<file path="src/hw/rsc_pkg.sv">
// shared constants, types and register map for the reset status controller
package rsc_pkg;
    // register word indices; byte address is four times the index
    localparam logic [5:0] IDX_IRQ_EN = 6'h25;
    localparam logic [5:0] IDX_IRQ_FLAG = 6'h28;
    localparam logic [5:0] IDX_STATUS = 6'h2c;
    localparam logic [5:0] IDX_PWR = 6'h32;
    localparam logic [5:0] IDX_SC0 = 6'h38;
    localparam logic [5:0] IDX_SC1 = 6'h39;
    // reset values
    localparam logic [7:0] RST_IRQ = 8'h00;
    localparam logic [7:0] RST_STAT_BROWNOUT = 8'h80;
    localparam logic [7:0] RST_STAT_PIN = 8'h08;
    localparam logic [7:0] RST_PWR = 8'h80;
    localparam logic [7:0] RST_SC0 = 8'h80;
    localparam logic [7:0] RST_SC1 = 8'h03;
    // status bit positions
    localparam int ST_BROWNOUT = 7;
    localparam int ST_SLEEP = 6;
    localparam int ST_WDOG = 5;
    localparam int ST_IDLE = 4;
    localparam int ST_PIN = 3;
    localparam int ST_STACK = 2;
    localparam int ST_SUPPLY_LOW = 1;
    localparam int ST_I2C = 0;
    localparam logic [7:0] ST_W0_MASK = 8'hfd;
    // control bit positions and masks
    localparam int PWR_UNLOCK = 0;
    localparam logic [7:0] PWR_RD_MASK = 8'hf9;
    localparam logic [7:0] PWR_ISR_CLR = 8'h06;
    localparam int SC0_STACK_EN = 7;
    localparam logic [7:0] SC0_MASK = 8'h80;
    localparam int SC1_TH_LSB = 2;
    localparam int SC1_ACTION = 1;
    localparam int SC1_ENABLE = 0;
    localparam logic [7:0] SC1_MASK = 8'h1f;
    localparam logic [7:0] IEN_MASK = 8'h7f;
    localparam int IRQ_SUPPLY = 0;
    // start-up wait, in oscillator cycles per phase
    localparam int OSC_CYCLES = 1024;
    localparam logic [9:0] OSC_LAST = 10'(OSC_CYCLES - 1);
    localparam logic [15:0] RESET_VECTOR = 16'h0000;

    typedef enum logic [1:0] {
        SEQ_HOLD = 2'b00,
        SEQ_SLOW = 2'b01,
        SEQ_FAST = 2'b11,
        SEQ_RUN = 2'b10
    } rsc_seq_t;

    typedef struct packed {
        logic cyc;
        logic stb;
        logic we;
        logic [3:0] sel;
        logic [7:0] adr;
        logic [31:0] dat;
    } rsc_wb_req_t;

    typedef struct packed {
        logic ack;
        logic [31:0] dat;
    } rsc_wb_rsp_t;

    typedef struct packed {
        logic extRstN;
        logic basicLow;
        logic preciseLow;
        logic watchdog;
        logic stackFault;
        logic sleepExec;
        logic idleExec;
        logic i2cResetCmd;
    } rsc_evt_t;

    localparam rsc_evt_t EVT_IDLE = 8'h80;

    typedef struct packed {
        logic hold;
        logic partial;
        logic fetchStart;
        logic [15:0] fetchAddr;
    } rsc_cpu_t;

    typedef struct packed {
        rsc_seq_t st;
        logic [9:0] cnt;
        rsc_wb_rsp_t rsp;
        rsc_cpu_t cpu;
        logic irqReq;
        logic [7:0] ien;
        logic [7:0] ifl;
        logic [7:0] stat;
        logic [7:0] pwr;
        logic [7:0] sc0;
        logic [7:0] sc1;
    } rsc_state_t;

    localparam rsc_state_t RST_STATE = '{
        st: SEQ_HOLD, cnt: 10'h000, rsp: '0,
        cpu: '{hold: 1'b1, partial: 1'b0, fetchStart: 1'b0, fetchAddr: RESET_VECTOR},
        irqReq: 1'b0, ien: RST_IRQ, ifl: RST_IRQ, stat: RST_STAT_BROWNOUT,
        pwr: RST_PWR, sc0: RST_SC0, sc1: RST_SC1};
endpackage

</file>
<file path="src/hw/rsc_sync.sv">
// two-stage synchroniser for the reset pin and detector/event inputs
`timescale 1ns/1ps
module rsc_sync
    import rsc_pkg::*;
(
    // clock and reset
    input wire logic clock,
    input wire logic rst_b,
    // raw and synchronised events
    input wire rsc_evt_t evtIn,
    output rsc_evt_t evtOut
);
    typedef struct packed {
        rsc_evt_t meta;
        rsc_evt_t out;
    } rsc_sync_state_t;

    rsc_sync_state_t s_q;
    rsc_sync_state_t s_d;

    // first stage feeds only the second stage
    always_comb begin
        s_d.meta = evtIn;
        s_d.out = s_q.meta;
    end

    always_ff @(posedge clock) begin
        if (!rst_b) begin
            s_q <= '{meta: EVT_IDLE, out: EVT_IDLE};
        end else begin
            s_q <= s_d;
        end
    end

    assign evtOut = s_q.out;
endmodule

</file>
<file path="src/hw/rsc_reset_ctrl.sv">
// reset sequencer, reset cause status and supply detector control
//
// The implementer's own choice: the Wishbone slave port.
`timescale 1ns/1ps
module rsc_reset_ctrl
    import rsc_pkg::*;
(
    // clock and reset
    input wire logic clock,
    input wire logic rst_b,
    // register bus
    input wire rsc_wb_req_t wbReq,
    output rsc_wb_rsp_t wbRsp,
    // reset sources and cpu events
    input wire rsc_evt_t evtRaw,
    // oscillator ticks
    input wire logic slowOscTick,
    input wire logic fastOscTick,
    // cpu side
    output rsc_cpu_t cpuCtl,
    // detector control and interrupt request
    output logic [2:0] supplyThresholdSelect,
    output logic preciseDetectorEnable,
    output logic supplyIrqReq
);
    rsc_evt_t ev;
    rsc_state_t s_q;
    rsc_state_t s_d;
    logic preciseTrip;
    logic hwSrc;
    logic swReset;
    logic acc;
    logic wrEn;
    logic unlocked;
    logic [5:0] idx;
    logic [7:0] wdat;
    logic [7:0] rdat;

    rsc_sync i_rsc_sync (
        .clock(clock),
        .rst_b(rst_b),
        .evtIn(evtRaw),
        .evtOut(ev)
    );

    always_comb begin
        preciseTrip = ev.preciseLow && s_q.sc1[SC1_ENABLE] && s_q.sc1[SC1_ACTION];
        hwSrc = ev.basicLow || !ev.extRstN || preciseTrip;
        swReset = ev.watchdog || (ev.stackFault && s_q.sc0[SC0_STACK_EN]);
        acc = wbReq.cyc && wbReq.stb && !s_q.rsp.ack;
        // writes commit at the edge where the master samples ack, not when first seen
        wrEn = wbReq.cyc && wbReq.stb && s_q.rsp.ack && wbReq.we && wbReq.sel[0];
        unlocked = s_q.pwr[PWR_UNLOCK];
        idx = wbReq.adr[7:2];
        wdat = wbReq.dat[7:0];
    end

    // read mux; unmapped words read zero
    always_comb begin
        rdat = 8'h00;
        unique case (idx)
            IDX_IRQ_EN: rdat = s_q.ien;
            IDX_IRQ_FLAG: rdat = s_q.ifl;
            IDX_STATUS: begin
                rdat = s_q.stat;
                rdat[ST_SUPPLY_LOW] = ev.preciseLow && s_q.sc1[SC1_ENABLE];
            end
            IDX_PWR: rdat = s_q.pwr & PWR_RD_MASK;
            IDX_SC0: rdat = s_q.sc0;
            IDX_SC1: rdat = s_q.sc1;
            default: rdat = 8'h00;
        endcase
    end

    always_comb begin
        s_d = s_q;
        s_d.rsp.ack = acc;
        s_d.cpu.partial = 1'b0;
        s_d.cpu.fetchStart = 1'b0;
        s_d.cpu.fetchAddr = RESET_VECTOR;
        if (acc) begin
            s_d.rsp.dat = {24'h000000, rdat};
        end
        // register writes; hardware events below win over them
        if (wrEn) begin
            unique case (idx)
                IDX_IRQ_EN: s_d.ien = wdat & IEN_MASK;
                IDX_IRQ_FLAG: s_d.ifl = wdat;
                IDX_STATUS: s_d.stat = s_q.stat & (wdat | ~ST_W0_MASK);
                IDX_PWR: s_d.pwr = wdat;
                IDX_SC0: begin
                    if (unlocked) begin
                        s_d.sc0 = wdat & SC0_MASK;
                    end
                end
                IDX_SC1: begin
                    if (unlocked) begin
                        s_d.sc1 = wdat & SC1_MASK;
                    end
                end
                default: s_d.ien = s_d.ien;
            endcase
        end
        // sticky event flags: set wins over a same-cycle clear
        if (ev.sleepExec) begin
            s_d.stat[ST_SLEEP] = 1'b1;
        end
        if (ev.idleExec) begin
            s_d.stat[ST_IDLE] = 1'b1;
        end
        if (ev.i2cResetCmd) begin
            s_d.stat[ST_I2C] = 1'b1;
        end
        if (ev.preciseLow && s_q.sc1[SC1_ENABLE] && !s_q.sc1[SC1_ACTION]) begin
            s_d.ifl[IRQ_SUPPLY] = 1'b1;
        end
        s_d.irqReq = s_d.ifl[IRQ_SUPPLY] && s_d.ien[IRQ_SUPPLY];
        // start-up sequencer
        unique case (s_q.st)
            SEQ_HOLD: begin
                s_d.cnt = 10'h000;
                s_d.st = SEQ_SLOW;
            end
            SEQ_SLOW: begin
                if (slowOscTick) begin
                    if (s_q.cnt == OSC_LAST) begin
                        s_d.cnt = 10'h000;
                        s_d.st = SEQ_FAST;
                    end else begin
                        s_d.cnt = s_q.cnt + 10'h001;
                    end
                end
            end
            SEQ_FAST: begin
                if (fastOscTick) begin
                    if (s_q.cnt == OSC_LAST) begin
                        s_d.cnt = 10'h000;
                        s_d.st = SEQ_RUN;
                        s_d.cpu.hold = 1'b0;
                        s_d.cpu.fetchStart = 1'b1;
                    end else begin
                        s_d.cnt = s_q.cnt + 10'h001;
                    end
                end
            end
            SEQ_RUN: begin
                // soft reset: no start-up wait, cpu keeps running
                if (swReset) begin
                    s_d.cpu.partial = 1'b1;
                    s_d.cpu.fetchStart = 1'b1;
                    s_d.pwr = s_d.pwr & ~PWR_ISR_CLR;
                    if (ev.watchdog) begin
                        s_d.stat[ST_WDOG] = 1'b1;
                    end
                    if (ev.stackFault && s_q.sc0[SC0_STACK_EN]) begin
                        s_d.stat[ST_STACK] = 1'b1;
                    end
                end
            end
        endcase
        // hardware reset overrides everything except the bus response while a source is active
        if (hwSrc) begin
            s_d.st = SEQ_HOLD;
            s_d.cnt = 10'h000;
            s_d.cpu.hold = 1'b1;
            s_d.cpu.partial = 1'b0;
            s_d.cpu.fetchStart = 1'b0;
            s_d.ien = RST_IRQ;
            s_d.ifl = RST_IRQ;
            s_d.irqReq = 1'b0;
            s_d.pwr = RST_PWR;
            s_d.sc0 = RST_SC0;
            s_d.sc1 = RST_SC1;
            if (ev.basicLow || preciseTrip) begin
                s_d.stat = RST_STAT_BROWNOUT;
            end else begin
                s_d.stat = RST_STAT_PIN;
            end
            if (ev.basicLow) begin
                s_d.sc1[SC1_ENABLE] = 1'b1;
            end
        end
    end

    always_ff @(posedge clock) begin
        if (!rst_b) begin
            s_q <= RST_STATE;
        end else begin
            s_q <= s_d;
        end
    end

    assign wbRsp = s_q.rsp;
    assign cpuCtl = s_q.cpu;
    assign supplyThresholdSelect = s_q.sc1[SC1_TH_LSB +: 3];
    assign preciseDetectorEnable = s_q.sc1[SC1_ENABLE];
    assign supplyIrqReq = s_q.irqReq;
endmodule

</file>
<file path="config.mk">
export PLATFORM = sky130hd
export DESIGN_NAME = rsc_reset_ctrl
export DESIGN_NICKNAME = d
export VERILOG_FILES = /design/src/hw/rsc_pkg.sv /design/src/hw/rsc_sync.sv /design/src/hw/rsc_reset_ctrl.sv
export SDC_FILE = /design/constraint.sdc
export NUM_CORES = 1
export LEC_CHECK = 0
export BUFFER_PORTS_ARGS = -buffer_cell sky130_fd_sc_hd__buf_2
export CAP_MARGIN = 15
export CORE_MARGIN = 1
export CORE_UTILIZATION = 45
export CTS_BUF_LIST = sky130_fd_sc_hd__clkbuf_8
export DETAILED_ROUTE_END_ITERATION = 10
export PLACE_DENSITY_LB_ADDON = 0.05
export SLEW_MARGIN = 20
export SYNTH_ARGS = -nofsm -noshare
export SYNTH_HDL_FRONTEND = slang
export SYNTH_SLANG_ARGS = --single-unit
</file>
<file path="constraint.sdc">
create_clock -name clock -period 2.58 [get_ports clock]
set_clock_uncertainty 0.2 [all_clocks]
set_input_delay 0.129 -clock clock [delete_from_list [all_inputs] [get_ports clock]]
set_output_delay 0.129 -clock clock [all_outputs]
set_load 0.03 [all_outputs]
</file>
==> metrics <==
outcome=finished clean; starting density of the core=0.469; Critical Path AT=2.09 ns; global-route wire length before repair=10600 um; total via count in the routed design=2457; worst-skew pair later-pin latency=0.34 ns; worst hold margin=0.0660 ns; sum of overflow across all layers after global routing=0; Overall Global Routing Usage=0.180; number of port buffers=46; Pre-antenna DRT Iters=4; critical-path cell with the highest stage delay=sky130_fd_sc_hd__nor2_1; path class of the lowest-slack min-delay path=input port to register; global routing usage on met2=0.284; initial drt markers=95; kind of capture point of the worst setup path=register; power density over cell area=555 mW/mm2; mean area per synthesized cell=9.34 um2; buffering stage count on the worst path with inverters included=1; number of filler instances in the final layout=712; Max-Slew Margin vs Limit=0.595; H-Tree Level Count=3; top-count cell post-synth=sky130_fd_sc_hd__dfxtp_1; Setup CP Type=register to register; CTS tree=built; count of inserted antenna diode cells=0; ordered list of cells on the worst path=nand3_1, nor2_1, and2_1, buf_4, mux2i_1, nor2_1; routed via count divided by cell count=4.68; setup TNS=0 ns; cell taking the most area after synthesis=sky130_fd_sc_hd__dfxtp_1; portion of synthesized cell area occupied by the leading cell type=0.437; Worst Min Path Start=wbReq[35]; busiest grt layer=met2; yosys warns=0; top post-synthesis cells by area=sky130_fd_sc_hd__dfxtp_1 44%, sky130_fd_sc_hd__buf_4 12%, sky130_fd_sc_hd__mux2i_1 8.7%, sky130_fd_sc_hd__nor2_1 3.4%, sky130_fd_sc_hd__and2_1 3.1%; met1 routing resource usage after global routing=0.235; CP required=2.61 ns; largest net degree at the start of global routing=36; library cell used as clock root buffer=sky130_fd_sc_hd__clkbuf_8; EDFF count, synth=0; startpoint kind of the worst setup timing path=register; worst-margin pin slew=0.601 ns; setup slack, reg-to-reg=0.51 ns; number of global-route vias before repair=2177; final setup violation count=0; worst reg2reg startpoint=wbRsp[32]$_SDFF_PN0_; RD Place Congestion=0.780; count of final hold-check violations=0; maximum clock frequency=0.484 GHz; global-route met3 utilization=0.0379; die boundary height=89.4 um; post-synth cell types=44; Worst VDD drop=0.000277 V; Pleak=1.58 nW; count of max-cap constraint violations=0; most frequently used flop master after synthesis=sky130_fd_sc_hd__dfxtp_1; crit path from=wbRsp[32]$_SDFF_PN0_; Synth async-reset ratio=0; post-route antenna net violation count=0; cell occurring most often along the worst timing path=sky130_fd_sc_hd__nor2_1; total die area=0.00799 mm2; placeable core area=0.00733 mm2; min cycle time layout=2.07 ns; top cells by count, synth=75 x sky130_fd_sc_hd__dfxtp_1, 55 x sky130_fd_sc_hd__buf_4, 31 x sky130_fd_sc_hd__nor2_1; DRC violation count after routing=0; number of placed I/O pins=116; Top delay family on crit path=simple AND/OR/NAND/NOR gates; biggest fanout along the worst timing path=7; CTS clock-pin slew for the worst setup and hold paths=0.07 ns; setup repair after global routing missed its margin=no; Area Growth Syn to Fin=12.3%; netlist area before placement=0.00344 mm2; antenna violations before repair=0; Total Wirelength=6780 um; WL per Instance=12.9 um; maximum clock path buffer count=2; post-CTS setup buffer count=0; final worst path period share=0.801; post-synthesis cell count=368; number of clock buffers inserted by TritonCTS=9; final slew viol count=0; share of final-layout standard cells stronger than drive strength 1=0.169; total half-perimeter wirelength after legalization and detailed placement=4810 um; biggest cell delay along the critical path=0.43 ns; die outline width=89.4 um; clock net sink count=75; standard-cell rows=31; Final nets=483; share of the yosys chip area belonging to registers=0.437; number of synthesized register bits=75
==> path summary, 6_finish.rpt <==
| path | endpoint | depth (start not counted) |
|---|---|---|
| max | s_q[46]$_SDFFE_PP0P_ | 6 |
| min | s_q[15]$_SDFFE_PP1P_ | 5 |
| max reg2reg | s_q[46]$_SDFFE_PP0P_ | 6 |
| min reg2reg | i_rsc_sync.evtOut[7]$_SDFF_PN1_ | 1 |
==> per-layer routing <==
layer / routed length, um / part of all wire / vias up
met5: 0 / 0 / -
met4: 129 / 0.019 / 0
met3: 293 / 0.043 / 11
met2: 2990 / 0.44 / 69
met1: 3370 / 0.50 / 1098
li1: - / - / 1279
==> flip-flops by register name, summed over array words and instances (netlist names), named ones only <==
| name | count |
|---|---|
| wbRsp | 9 |
| i_rsc_sync.evtOut | 8 |
| i_rsc_sync.s_d | 8 |
| supplyThresholdSelect | 3 |
| supplyIrqReq | 1 |
| preciseDetectorEnable | 1 |
| s_q | 36 |
| cpuCtl | 3 |
==> layout make-up <==
class                   instances  area, um2  area share
clock inverters                 5       25.0     0.00648
flip-flops and latches         75       1500       0.389
inverters                       6       22.5     0.00583
repair buffers                 72        473       0.123
clock buffers                   9        124      0.0321
multi-input cells             259       1590       0.412
well taps                      99        124      0.0321
==> repair_timing <==
action / 4_1_cts / 5_1_grt
hold buffers: 19 / 0
setup endpoints to repair: 0 / 0
endpoints found under the hold margin: 46 / 0
gates resized for setup: 0 / 0
==> where the power goes <==
group          leakage (nW)  internal, mW  switching (mW)
sequential            0.609          1.18         0.00942
clock                0.0833         0.328           0.405
combinational         0.890        0.0686           0.155
==> placed cells by master, fill, tap and decap left out, types with 2 or more instances in the layout <==
| cell type | synthesis | routed |
|---|---|---|
| sky130_fd_sc_hd__buf_2 | 2 | 46 |
| sky130_fd_sc_hd__nor2_1 | 31 | 31 |
| sky130_fd_sc_hd__nor3b_1 | 2 | 2 |
| sky130_fd_sc_hd__dlygate4sd3_1 | 0 | 19 |
| sky130_fd_sc_hd__nand4_1 | 2 | 2 |
| sky130_fd_sc_hd__and3_1 | 7 | 7 |
| sky130_fd_sc_hd__and4_1 | 2 | 2 |
| sky130_fd_sc_hd__o31a_1 | 2 | 2 |
| sky130_fd_sc_hd__mux2i_1 | 30 | 30 |
| sky130_fd_sc_hd__a21boi_0 | 4 | 4 |
| sky130_fd_sc_hd__o21ai_0 | 17 | 17 |
| sky130_fd_sc_hd__a21oi_1 | 19 | 19 |
| sky130_fd_sc_hd__xnor2_1 | 4 | 4 |
| sky130_fd_sc_hd__nor2b_1 | 3 | 3 |
| sky130_fd_sc_hd__nand2b_1 | 2 | 2 |
| sky130_fd_sc_hd__o2bb2ai_1 | 3 | 3 |
| sky130_fd_sc_hd__and2_1 | 17 | 17 |
| sky130_fd_sc_hd__inv_1 | 6 | 8 |
| sky130_fd_sc_hd__a22oi_1 | 4 | 4 |
| sky130_fd_sc_hd__clkinv_2 | 0 | 2 |
| sky130_fd_sc_hd__nand2_1 | 20 | 20 |
| sky130_fd_sc_hd__xor2_1 | 3 | 3 |
| sky130_fd_sc_hd__clkbuf_8 | 0 | 9 |
| sky130_fd_sc_hd__dfxtp_1 | 75 | 75 |
| sky130_fd_sc_hd__nand3_1 | 17 | 17 |
| sky130_fd_sc_hd__conb_1 | 1 | 40 |
| sky130_fd_sc_hd__nand3b_1 | 4 | 4 |
| sky130_fd_sc_hd__buf_4 | 55 | 7 |
| sky130_fd_sc_hd__a31oi_1 | 3 | 3 |
| sky130_fd_sc_hd__a22o_1 | 8 | 8 |
==> metrics by stage <==
step                      std cells  instance area, um2  worst slack (ns)  total power, mW  utilization
final                           525                3860             0.514             2.14        0.527
after CTS                       525                3860             0.514             2.17        0.527
after global routing            525                3860             0.380             2.24        0.527
after detailed placement        492                3520             0.439             1.41        0.480
after global placement          492                3520             0.438             1.41        0.480
after floorplan                 407                3580             0.662             1.40            -
==> kinds of logic (layout without fill, tap and decap cells) <==
family	after synthesis	count (layout)	share of synthesized area
AO/OA/AOI/OAI	64	64	0.119
adder cells (fa/ha/maj)	1	1	0.00364
flip-flops	75	75	0.437
XOR/XNOR	7	7	0.0178
buffers and inverters	73	92	0.143
other	1	40	0.00109
multiplexers	30	30	0.0874
AND/OR/NAND/NOR	117	117	0.191
==> worst register-to-register path: stages, from the launching register on <==
cell and delay (ns):
sky130_fd_sc_hd__dfxtp_1 0.36, sky130_fd_sc_hd__nand3_1 0.15, sky130_fd_sc_hd__nor2_1 0.43, sky130_fd_sc_hd__and2_1 0.36
sky130_fd_sc_hd__buf_4 0.21, sky130_fd_sc_hd__mux2i_1 0.18, sky130_fd_sc_hd__nor2_1 0.05
(Power assumes the default switching activity.)
